[src/common/asw_pkg.sv]
// Purpose: Constants and types for the asynchronous SRAM write controller
// Assumes: 50 MHz clock; slowest (worst-case) memory timing is used
// Notes:   All pin timing is built from whole clock cycles
package asw_pkg;

    // ========================================================
    // Widths
    localparam int ADDR_W = 19;
    localparam int DATA_W = 8;
    localparam int CNT_W  = 4;
    localparam int SYNC_STAGES = 2;

    // ========================================================
    // Timing, ns as printed (worst-case column)
    localparam int CLK_PERIOD_NS           = 20;
    localparam int T_WRITE_PULSE_NS        = 20;
    localparam int DATA_SETUP_TO_WRITE_END = 15;
    localparam int T_RECOVERY_NS           = 5;
    localparam int MIN_CYCLE_TIME          = 25;
    localparam int T_READ_ACCESS_NS        = 25;

    // Least times round up, never below one cycle
    function automatic int cyc_up(input int t_ns);
        int c;
        c = (t_ns + CLK_PERIOD_NS - 1) / CLK_PERIOD_NS;
        return (c < 1) ? 1 : c;
    endfunction

    localparam int PULSE_INT = (cyc_up(T_WRITE_PULSE_NS) >
                                cyc_up(DATA_SETUP_TO_WRITE_END)) ?
                               cyc_up(T_WRITE_PULSE_NS) :
                               cyc_up(DATA_SETUP_TO_WRITE_END);
    localparam logic [CNT_W-1:0] SETUP_CYC = CNT_W'(1);
    localparam logic [CNT_W-1:0] PULSE_CYC = CNT_W'(PULSE_INT);
    localparam logic [CNT_W-1:0] REC_CYC   = CNT_W'(cyc_up(T_RECOVERY_NS));
    localparam logic [CNT_W-1:0] CYCLE_CYC = CNT_W'(cyc_up(MIN_CYCLE_TIME));
    localparam logic [CNT_W-1:0] READ_CYC  =
        CNT_W'(cyc_up(T_READ_ACCESS_NS) + SYNC_STAGES);
    localparam logic [CNT_W-1:0] CNT_ZERO = CNT_W'(0);
    localparam logic [CNT_W-1:0] CNT_ONE  = CNT_W'(1);

    // ========================================================
    // Types
    typedef enum logic [1:0] {
        MODE_STROBE,
        MODE_SELECT,
        MODE_SLEEP
    } asw_mode_e;

    typedef enum logic [2:0] {
        ST_IDLE,
        ST_SETUP,
        ST_PULSE,
        ST_RECOVER,
        ST_READ
    } asw_state_e;

    // Pin control word: {write_strobe_n, chip_select_n, sleep_n}
    typedef logic [2:0] asw_ctrl_t;
    localparam asw_ctrl_t CTRL_WRITE = 3'h1;
    localparam asw_ctrl_t CTRL_READ  = 3'h5;
    localparam asw_ctrl_t CTRL_IDLE  = 3'h7;
    localparam asw_ctrl_t CTRL_NAP   = 3'h6;
    localparam asw_ctrl_t CTRL_GAP_STROBE = 3'h5;
    localparam asw_ctrl_t CTRL_GAP_SELECT = 3'h3;
    localparam asw_ctrl_t CTRL_GAP_SLEEP  = 3'h0;

    typedef struct packed {
        asw_state_e          state;
        logic [CNT_W-1:0]    count;
        asw_mode_e           mode;
        logic [ADDR_W-1:0]   addr;
        logic [DATA_W-1:0]   wdata;
        logic                data_oe;
        asw_ctrl_t           ctrl;
        logic                oe_n;
        logic                ready;
        logic                done;
        logic [DATA_W-1:0]   rdata;
        logic                rvalid;
    } asw_regs_s;

endpackage

[src/hw/asw_ctrl.sv]
// Purpose: Host-side controller driving an asynchronous byte-wide SRAM
// Assumes: One request at a time; pins are registered straight to pads
// Notes:   Each write is setup, pulse, recovery under one chosen control
`timescale 1ns/100ps
module asw_ctrl
    import asw_pkg::*;
#(
    parameter bit SLEEP_FITTED = 1'b1
) (
    input  wire logic              clock,
    input  wire logic              reset,
    input  wire logic              clock_enable,
    input  wire logic              req_valid,
    input  wire logic              req_write,
    input  wire asw_mode_e         req_mode,
    input  wire logic [ADDR_W-1:0] req_addr,
    input  wire logic [DATA_W-1:0] req_data,
    input  wire logic              standby,
    output logic                   req_ready,
    output logic                   wr_done,
    output logic      [DATA_W-1:0] rd_data,
    output logic                   rd_valid,
    output logic      [ADDR_W-1:0] sram_addr,
    output logic      [DATA_W-1:0] data_out,
    output logic                   data_oe,
    input  wire logic [DATA_W-1:0] data_in,
    output logic                   write_strobe_n,
    output logic                   chip_select_n,
    output logic                   sleep_n,
    output logic                   output_enable_n
);
    // ========================================================
    // Control word helpers
    // Gap word keeps only the governing control idle
    function automatic asw_ctrl_t write_ctrl(input asw_mode_e mode,
                                             input logic active);
        asw_ctrl_t c;
        c = CTRL_WRITE;
        if (!active) begin
            unique case (mode)
                MODE_STROBE: c = CTRL_GAP_STROBE;
                MODE_SELECT: c = CTRL_GAP_SELECT;
                MODE_SLEEP:  c = CTRL_GAP_SLEEP;
                default:     c = CTRL_GAP_STROBE;
            endcase
        end
        return c;
    endfunction

    // Without sleep fitted, sleep-mode writes fall back to the strobe
    function automatic asw_mode_e pick_mode(input asw_mode_e mode);
        asw_mode_e m;
        m = mode;
        if (!SLEEP_FITTED && mode == MODE_SLEEP) begin
            m = MODE_STROBE;
        end
        if (mode != MODE_STROBE && mode != MODE_SELECT &&
            mode != MODE_SLEEP) begin
            m = MODE_STROBE;
        end
        return m;
    endfunction

    localparam asw_regs_s REGS_RESET = '{
        state:   ST_IDLE,
        count:   CNT_ZERO,
        mode:    MODE_STROBE,
        addr:    '0,
        wdata:   '0,
        data_oe: 1'b0,
        ctrl:    CTRL_IDLE,
        oe_n:    1'b1,
        ready:   1'b1,
        done:    1'b0,
        rdata:   '0,
        rvalid:  1'b0
    };

    asw_regs_s         r;
    asw_regs_s         next_r;
    logic [DATA_W-1:0] data_sync;
    asw_ctrl_t         idle_ctrl;

    asw_sync u_sync (
        .clock        (clock),
        .clock_enable (clock_enable),
        .reset        (reset),
        .pin_in       (data_in),
        .sync_out     (data_sync)
    );

    // Standby parks the memory in sleep between requests
    assign idle_ctrl = (SLEEP_FITTED && standby) ? CTRL_NAP : CTRL_IDLE;

    // ========================================================
    // Sequencer
    always_comb begin
        next_r        = r;
        next_r.done   = 1'b0;
        next_r.rvalid = 1'b0;
        unique case (r.state)
            ST_IDLE: begin
                next_r.ctrl    = idle_ctrl;
                next_r.oe_n    = 1'b1;
                next_r.data_oe = 1'b0;
                if (req_valid && r.ready) begin
                    // Address and data settle before the write enabling edge; a read enables on the same edge as its address
                    next_r.addr  = req_addr;
                    next_r.wdata = req_data;
                    if (req_write) begin
                        next_r.mode    = pick_mode(req_mode);
                        next_r.state   = ST_SETUP;
                        next_r.count   = SETUP_CYC - CNT_ONE;
                        next_r.data_oe = 1'b1;
                        next_r.ctrl    = write_ctrl(pick_mode(req_mode),
                                                    1'b0);
                    end else begin
                        next_r.state = ST_READ;
                        next_r.count = READ_CYC - CNT_ONE;
                        next_r.ctrl  = CTRL_READ;
                        next_r.oe_n  = 1'b0;
                    end
                end
            end
            ST_SETUP: begin
                if (r.count == CNT_ZERO) begin
                    next_r.state = ST_PULSE;
                    next_r.count = PULSE_CYC - CNT_ONE;
                    next_r.ctrl  = write_ctrl(r.mode, 1'b1);
                end else begin
                    next_r.count = r.count - CNT_ONE;
                end
            end
            ST_PULSE: begin
                // Pulse covers both width and data setup to the end edge
                if (r.count == CNT_ZERO) begin
                    next_r.state = ST_RECOVER;
                    next_r.count = REC_CYC - CNT_ONE;
                    next_r.ctrl  = write_ctrl(r.mode, 1'b0);
                end else begin
                    next_r.count = r.count - CNT_ONE;
                end
            end
            ST_RECOVER: begin
                // Address and data held through recovery
                if (r.count == CNT_ZERO) begin
                    next_r.state   = ST_IDLE;
                    next_r.done    = 1'b1;
                    next_r.data_oe = 1'b0;
                    next_r.ctrl    = idle_ctrl;
                end else begin
                    next_r.count = r.count - CNT_ONE;
                end
            end
            ST_READ: begin
                // Wait covers access time plus the synchroniser
                if (r.count == CNT_ZERO) begin
                    next_r.state  = ST_IDLE;
                    next_r.rdata  = data_sync;
                    next_r.rvalid = 1'b1;
                    next_r.ctrl   = idle_ctrl;
                    next_r.oe_n   = 1'b1;
                end else begin
                    next_r.count = r.count - CNT_ONE;
                end
            end
            default: begin
                next_r = REGS_RESET;
            end
        endcase
        if (!SLEEP_FITTED) begin
            next_r.ctrl[0] = 1'b1;
        end
        next_r.ready = (next_r.state == ST_IDLE);
    end

    always_ff @(posedge clock) begin
        if (reset) begin
            r <= REGS_RESET;
        end else if (clock_enable) begin
            r <= next_r;
        end
    end

    // ========================================================
    // Outputs, all straight from the state flops
    assign req_ready       = r.ready;
    assign wr_done         = r.done;
    assign rd_data         = r.rdata;
    assign rd_valid        = r.rvalid;
    assign sram_addr       = r.addr;
    assign data_out        = r.wdata;
    assign data_oe         = r.data_oe;
    assign write_strobe_n  = r.ctrl[2];
    assign chip_select_n   = r.ctrl[1];
    assign sleep_n         = r.ctrl[0];
    assign output_enable_n = r.oe_n;

    // ========================================================
    // Checks on the pins this controller drives
    logic write_on;
    assign write_on = !r.ctrl[2] && !r.ctrl[1] && r.ctrl[0];

    a_ctrl_gap:
    assert property (@(posedge clock) disable iff (reset)
        $fell(write_on) |-> !write_on ##1 !write_on)
    else $error("write controls not released between writes");

    a_addr_setup:
    assert property (@(posedge clock) disable iff (reset)
        $rose(write_on) |-> $stable(r.addr) && $past(r.state) == ST_SETUP)
    else $error("address changed at write enabling edge");

    a_addr_hold:
    assert property (@(posedge clock) disable iff (reset)
        $fell(write_on) |-> $stable(r.addr) ##1 $stable(r.addr))
    else $error("address not held past write end");

    a_data_window:
    assert property (@(posedge clock) disable iff (reset)
        write_on |-> r.data_oe && $past(r.data_oe) && $stable(r.wdata))
    else $error("write data not valid through pulse");

    a_data_hold:
    assert property (@(posedge clock) disable iff (reset)
        $fell(write_on) |-> r.data_oe && $stable(r.wdata))
    else $error("write data dropped at write end");

    a_cycle_spacing:
    assert property (@(posedge clock) disable iff (reset)
        $rose(write_on) && clock_enable |=> !$rose(write_on) ##1
        !$rose(write_on))
    else $error("write cycles closer than minimum cycle");

    a_no_sleep_pin:
    assert property (@(posedge clock) disable iff (reset)
        !SLEEP_FITTED |-> r.ctrl[0])
    else $error("sleep driven low on non-sleep variant");

    a_read_strobe:
    assert property (@(posedge clock) disable iff (reset)
        !r.oe_n |-> r.ctrl[2] && !r.data_oe)
    else $error("output enable asserted during write");

endmodule

[src/hw/asw_sync.sv]
// Purpose: Two-stage synchroniser for the memory's read data pins
// Assumes: Pins change only while the controller waits out access time
// Notes:   First stage feeds only the second stage
`timescale 1ns/100ps
module asw_sync
    import asw_pkg::*;
(
    input  wire logic              clock,
    input  wire logic              reset,
    input  wire logic              clock_enable,
    input  wire logic [DATA_W-1:0] pin_in,
    output logic      [DATA_W-1:0] sync_out
);
    // ========================================================
    // Per-bit flop pairs
    genvar i;
    generate
        for (i = 0; i < DATA_W; i++) begin : g_bit
            logic meta;
            logic held;
            always_ff @(posedge clock) begin
                if (reset) begin
                    meta <= 1'b0;
                    held <= 1'b0;
                end else if (clock_enable) begin
                    meta <= pin_in[i];
                    held <= meta;
                end
            end
            assign sync_out[i] = held;
        end
    endgenerate
endmodule

[config.mk]
export PLATFORM = sky130hd
export DESIGN_NAME = asw_ctrl
export DESIGN_NICKNAME = d
export VERILOG_FILES = /design/src/common/asw_pkg.sv /design/src/hw/asw_ctrl.sv /design/src/hw/asw_sync.sv
export SDC_FILE = /design/constraint.sdc
export NUM_CORES = 1
export LEC_CHECK = 0
export BUFFER_PORTS_ARGS = -buffer_cell sky130_fd_sc_hd__buf_2
export CORE_MARGIN = 8
export CORE_UTILIZATION = 40
export DETAILED_ROUTE_END_ITERATION = 10
export SLEW_MARGIN = 5
export SYNTH_ARGS = -nofsm -noshare
export SYNTH_HDL_FRONTEND = slang
export SYNTH_SLANG_ARGS = --single-unit
export TNS_END_PERCENT = 50
[constraint.sdc]
create_clock -name clock -period 3.5 [get_ports clock]
set_clock_uncertainty 0.2 [all_clocks]
set_input_delay 0.35 -clock clock [delete_from_list [all_inputs] [get_ports clock]]
set_output_delay 0.35 -clock clock [all_outputs]
set_load 0.01 [all_outputs]
==> results.txt <==
----------------------------------------------------
[Cells and area]
  Post-route cell area ... 3620 um^2
  Layout cells sized above 1 ... 0.261
  Register area ... 1360 um^2
  Number of antenna repair diodes ... 0
  Final std cells w/o fill ... 526
  Post-synthesis to final-layout area growth ... 10.6%
  Filler instances ... 826
  Footprint of the multi-input gates ... 1460 um^2
  Highest-count cells in the layout ignoring fill and taps ... 85 x buf_2, 68 x dfxtp_1, 44 x a21oi_1
  Commonest non-fill, non-tap cell in the layout ... buf_2
  Number of nets in the layout ... 466

[Timing]
  Worst hold slack ... 40.8 ps
  Number of setup violations in the final report ... 0
  Number of max-slew violations in the final report ... 0
  Worst slew margin relative to its limit ... 0.481
  Peak clock frequency supported by timing ... 442 MHz
  Final critical-path setup slack ... 1240 ps
  Final critical-path share of the clock period ... 0.646
  Setup repair after global routing missed its margin ... false
  Final TNS setup ... 0 ps
  Transition time at the pin with the least slew margin ... 777 ps
  Final hold violation count ... 0
  Post-route minimum period ... 2260 ps

[Synthesis]
  Syn_area_per_cell ... 8.61 um^2
  Number of instances in the synthesized netlist ... 380
  Share of the synthesized area in the top cell type ... 0.416
  Area share of fa/ha/maj cells after synthesis ... 0.0230
  Count of synthesis-stage warnings from yosys ... 0
  Async SR Flop Fraction ... 0
  Xor and xnor area share after synthesis ... 0.00268
  Syn Std Cell Area ... 3270 um^2
  Main synth FF type ... dfxtp_1
  Mux share of post-synthesis cell area ... 0.0520
  Top cells by area in the synthesized netlist ... dfxtp_1 42%, buf_4 9.0%, a21oi_1 6.9%
  Number of register bits inferred by synthesis ... 68
  Synth Area in Compound Gates ... 0.181
  Number of unique standard cell types used by synthesis ... 50
  Dominant combinational cell family by area after synthesis ... simple AND/OR/NAND/NOR gates
  Net Count, Synth ... 429
  Synth Area in Simple Gates ... 0.186
  Post-synthesis sequential area ratio ... 0.416
  Library cell occupying the most area in the post-synthesis netlist ... dfxtp_1
  Post-synth EDFFs ... 0

[Critical path]
  Data required time at the worst endpoint ... 3570 ps
  Cells on worst reg2reg path ... 5
  Critical path class ... reg2reg
  Capturing point of the worst reg2reg path ... r[43]$_SDFFE_PP0P_
  Endpoint kind of the worst setup timing path ... register
  Worst path arrival time ... 2330 ps
  Reg-to-reg slack, setup ... 1240 ps
  Crit path launch type ... register
  Maximum fanout count along the critical path ... 20
  Reg2Reg Launch Point ... r[49]$_SDFFE_PP0P_

[Min path]
  Min-delay worst type ... in2reg
  Hold endpoint ... u_sync.g_bit[5].meta$_SDFFE_PP0P_
  Min-Delay Startpoint ... data_in[5]
  Hold Path Depth ... 3

[Placement]
  Setup WS pre-CTS ... 1240 ps
  Placed standard-cell area ... 3460 um^2
  Gpl congestion ... 0.812
  Dpl cells ... 511
  Number of port buffers ... 85
  Post-DP HPWL ... 5360 um

[Routing]
  DRC errors left ... 0
  Remaining antenna violation count ... 0
  Total wirelength of the detailed-routed design ... 7700 um
  Post-DR vias/cell ... 5.20
  Wirelength per Cell ... 14.6 um
  DRC marker count from the first detailed-route iteration ... 129
  Vias post-DR ... 2736
  Number of optimization iterations in the first detailed-route pass ... 4

[Global routing]
  GRT Overall Usage ... 0.134
  Number of antenna violations at the first check in global routing ... 0
  Number of global-route vias before repair ... 2682
  First-pass GRT wire length ... 12600 um
  Grt ovf ... 0
  Pin count of the biggest net entering global routing ... 40

[Clock tree]
  Post-CTS Resized ... 0
  CTS tree ... yes
  Cts bufs inserted ... 9
  Clock latency of the later-clocked register in the worst-skew pair ... 340 ps
  Root Buffer ... clkbuf_8
  CTS hold repair buffers ... 0
  Post-CTS setup buffers ... 0
  Max clock buf depth ... 2
  Maximum level of the CTS H-tree ... 3
  Sink Count ... 68
  Post-CTS clock slew at the launch and capture registers of the worst setup and hold paths ... 70 ps

[Job]
  Maxcap violations ... 0

[Power and ir drop]
  IR Drop Worst-Case VDD ... 0.220 mV
  Leak pwr ... 1.51 nW
  Power density of the placed cells ... 455 nW/um^2

[Die]
  Floorplan die width ... 106 um
  Overall die area ... 11300 um^2
  Chip height ... 106 um
  Effective utilization at floorplan ... 0.406
  Std-Cell Rows ... 33
  Count of pins on the block boundary ... 86
  Placeable core area ... 8050 um^2

[Outcome]
  Status ... complete, no violations

----------------------------------------------------
-- critical path: stages, from the launching register on --
cell	delay (ps)
dfxtp_1	540
nor3_4	420
and2_1	410
buf_4	320
nand4_1	130
a21oi_1	170
-- worst max-delay path by stage --
stage                            start                          to  slack (ps)  cells past startpoint
floorplan           r[45]$_SDFFE_PP0P_          r[49]$_SDFFE_PP0P_        1730                      6
global placement    r[51]$_SDFFE_PP0P_    data_out[7]$_SDFFE_PP0P_        1300                      5
detailed placement  r[51]$_SDFFE_PP0P_          r[43]$_SDFFE_PP0P_        1240                      5
CTS                 r[51]$_SDFFE_PP0P_          r[43]$_SDFFE_PP0P_        1220                      5
global route        r[49]$_SDFFE_PP0P_  sram_addr[16]$_SDFFE_PP0P_        1040                      5
finish              r[49]$_SDFFE_PP0P_          r[43]$_SDFFE_PP0P_        1240                      5
-- synth_stat cells, types with 7 or more instances --
master    count
inv_1        11
mux2i_1      17
nand2_1      15
buf_2         7
buf_4        39
nand3_1      40
nor2_1       21
clkbuf_1     14
a21oi_1      45
dfxtp_1      68
o21ai_1      32
-- per-layer routing --
layer | vias up | routed length [um] | track usage
li1 | 1382 | - | -
met4 | 0 | 96 | 0.0482
met3 | 12 | 657 | 0.0557
met5 | - | 0 | 0
met1 | 1271 | 3470 | 0.159
met2 | 71 | 3480 | 0.214
-- where the power goes --
part           leakage (nW)  internal, mW  switching [mW]  total, mW
Combinational         0.881         0.106           0.158      0.264
Sequential            0.554         0.811          0.0310      0.842
Clock                0.0779         0.249           0.289      0.538
-- per-stage QoR --
stage	power, mW	utilization
floorplan	1.06	-
global placement	1.12	0.430
finish	1.64	0.449
CTS	1.66	0.449
detailed placement	1.13	0.430
global route	1.74	0.449
-- registers in the layout, indices dropped and copies added (netlist names) --
| name | cells |
|---|---|
| sram_addr | 19 |
| r | 9 |
| data_out | 8 |
| rd_data | 8 |
| u_sync.g_bit.held | 8 |
| u_sync.g_bit.meta | 8 |
| chip_select_n | 1 |
| data_oe | 1 |
| output_enable_n | 1 |
| rd_valid | 1 |
| req_ready | 1 |
| sleep_n | 1 |
| wr_done | 1 |
| write_strobe_n | 1 |
-- logic make-up after synthesis --
logic type | Yosys count
AOI/OAI and AO/OA | 102
xor gates and xnor gates | 1
buffers and inverters | 76
muxes | 17
DFF | 68
adders and majority gates | 6
and+or+nand+nor | 110
-- area by class of cell --
cell class,instances,area share
tap,105,0.0363
clock buffer,10,0.0353
sequential,68,0.376
inverter,12,0.0125
clock inverter,5,0.00830
multi-input combinational,236,0.403
timing repair buffer,90,0.128
Power figures use the tool's default switching activity.
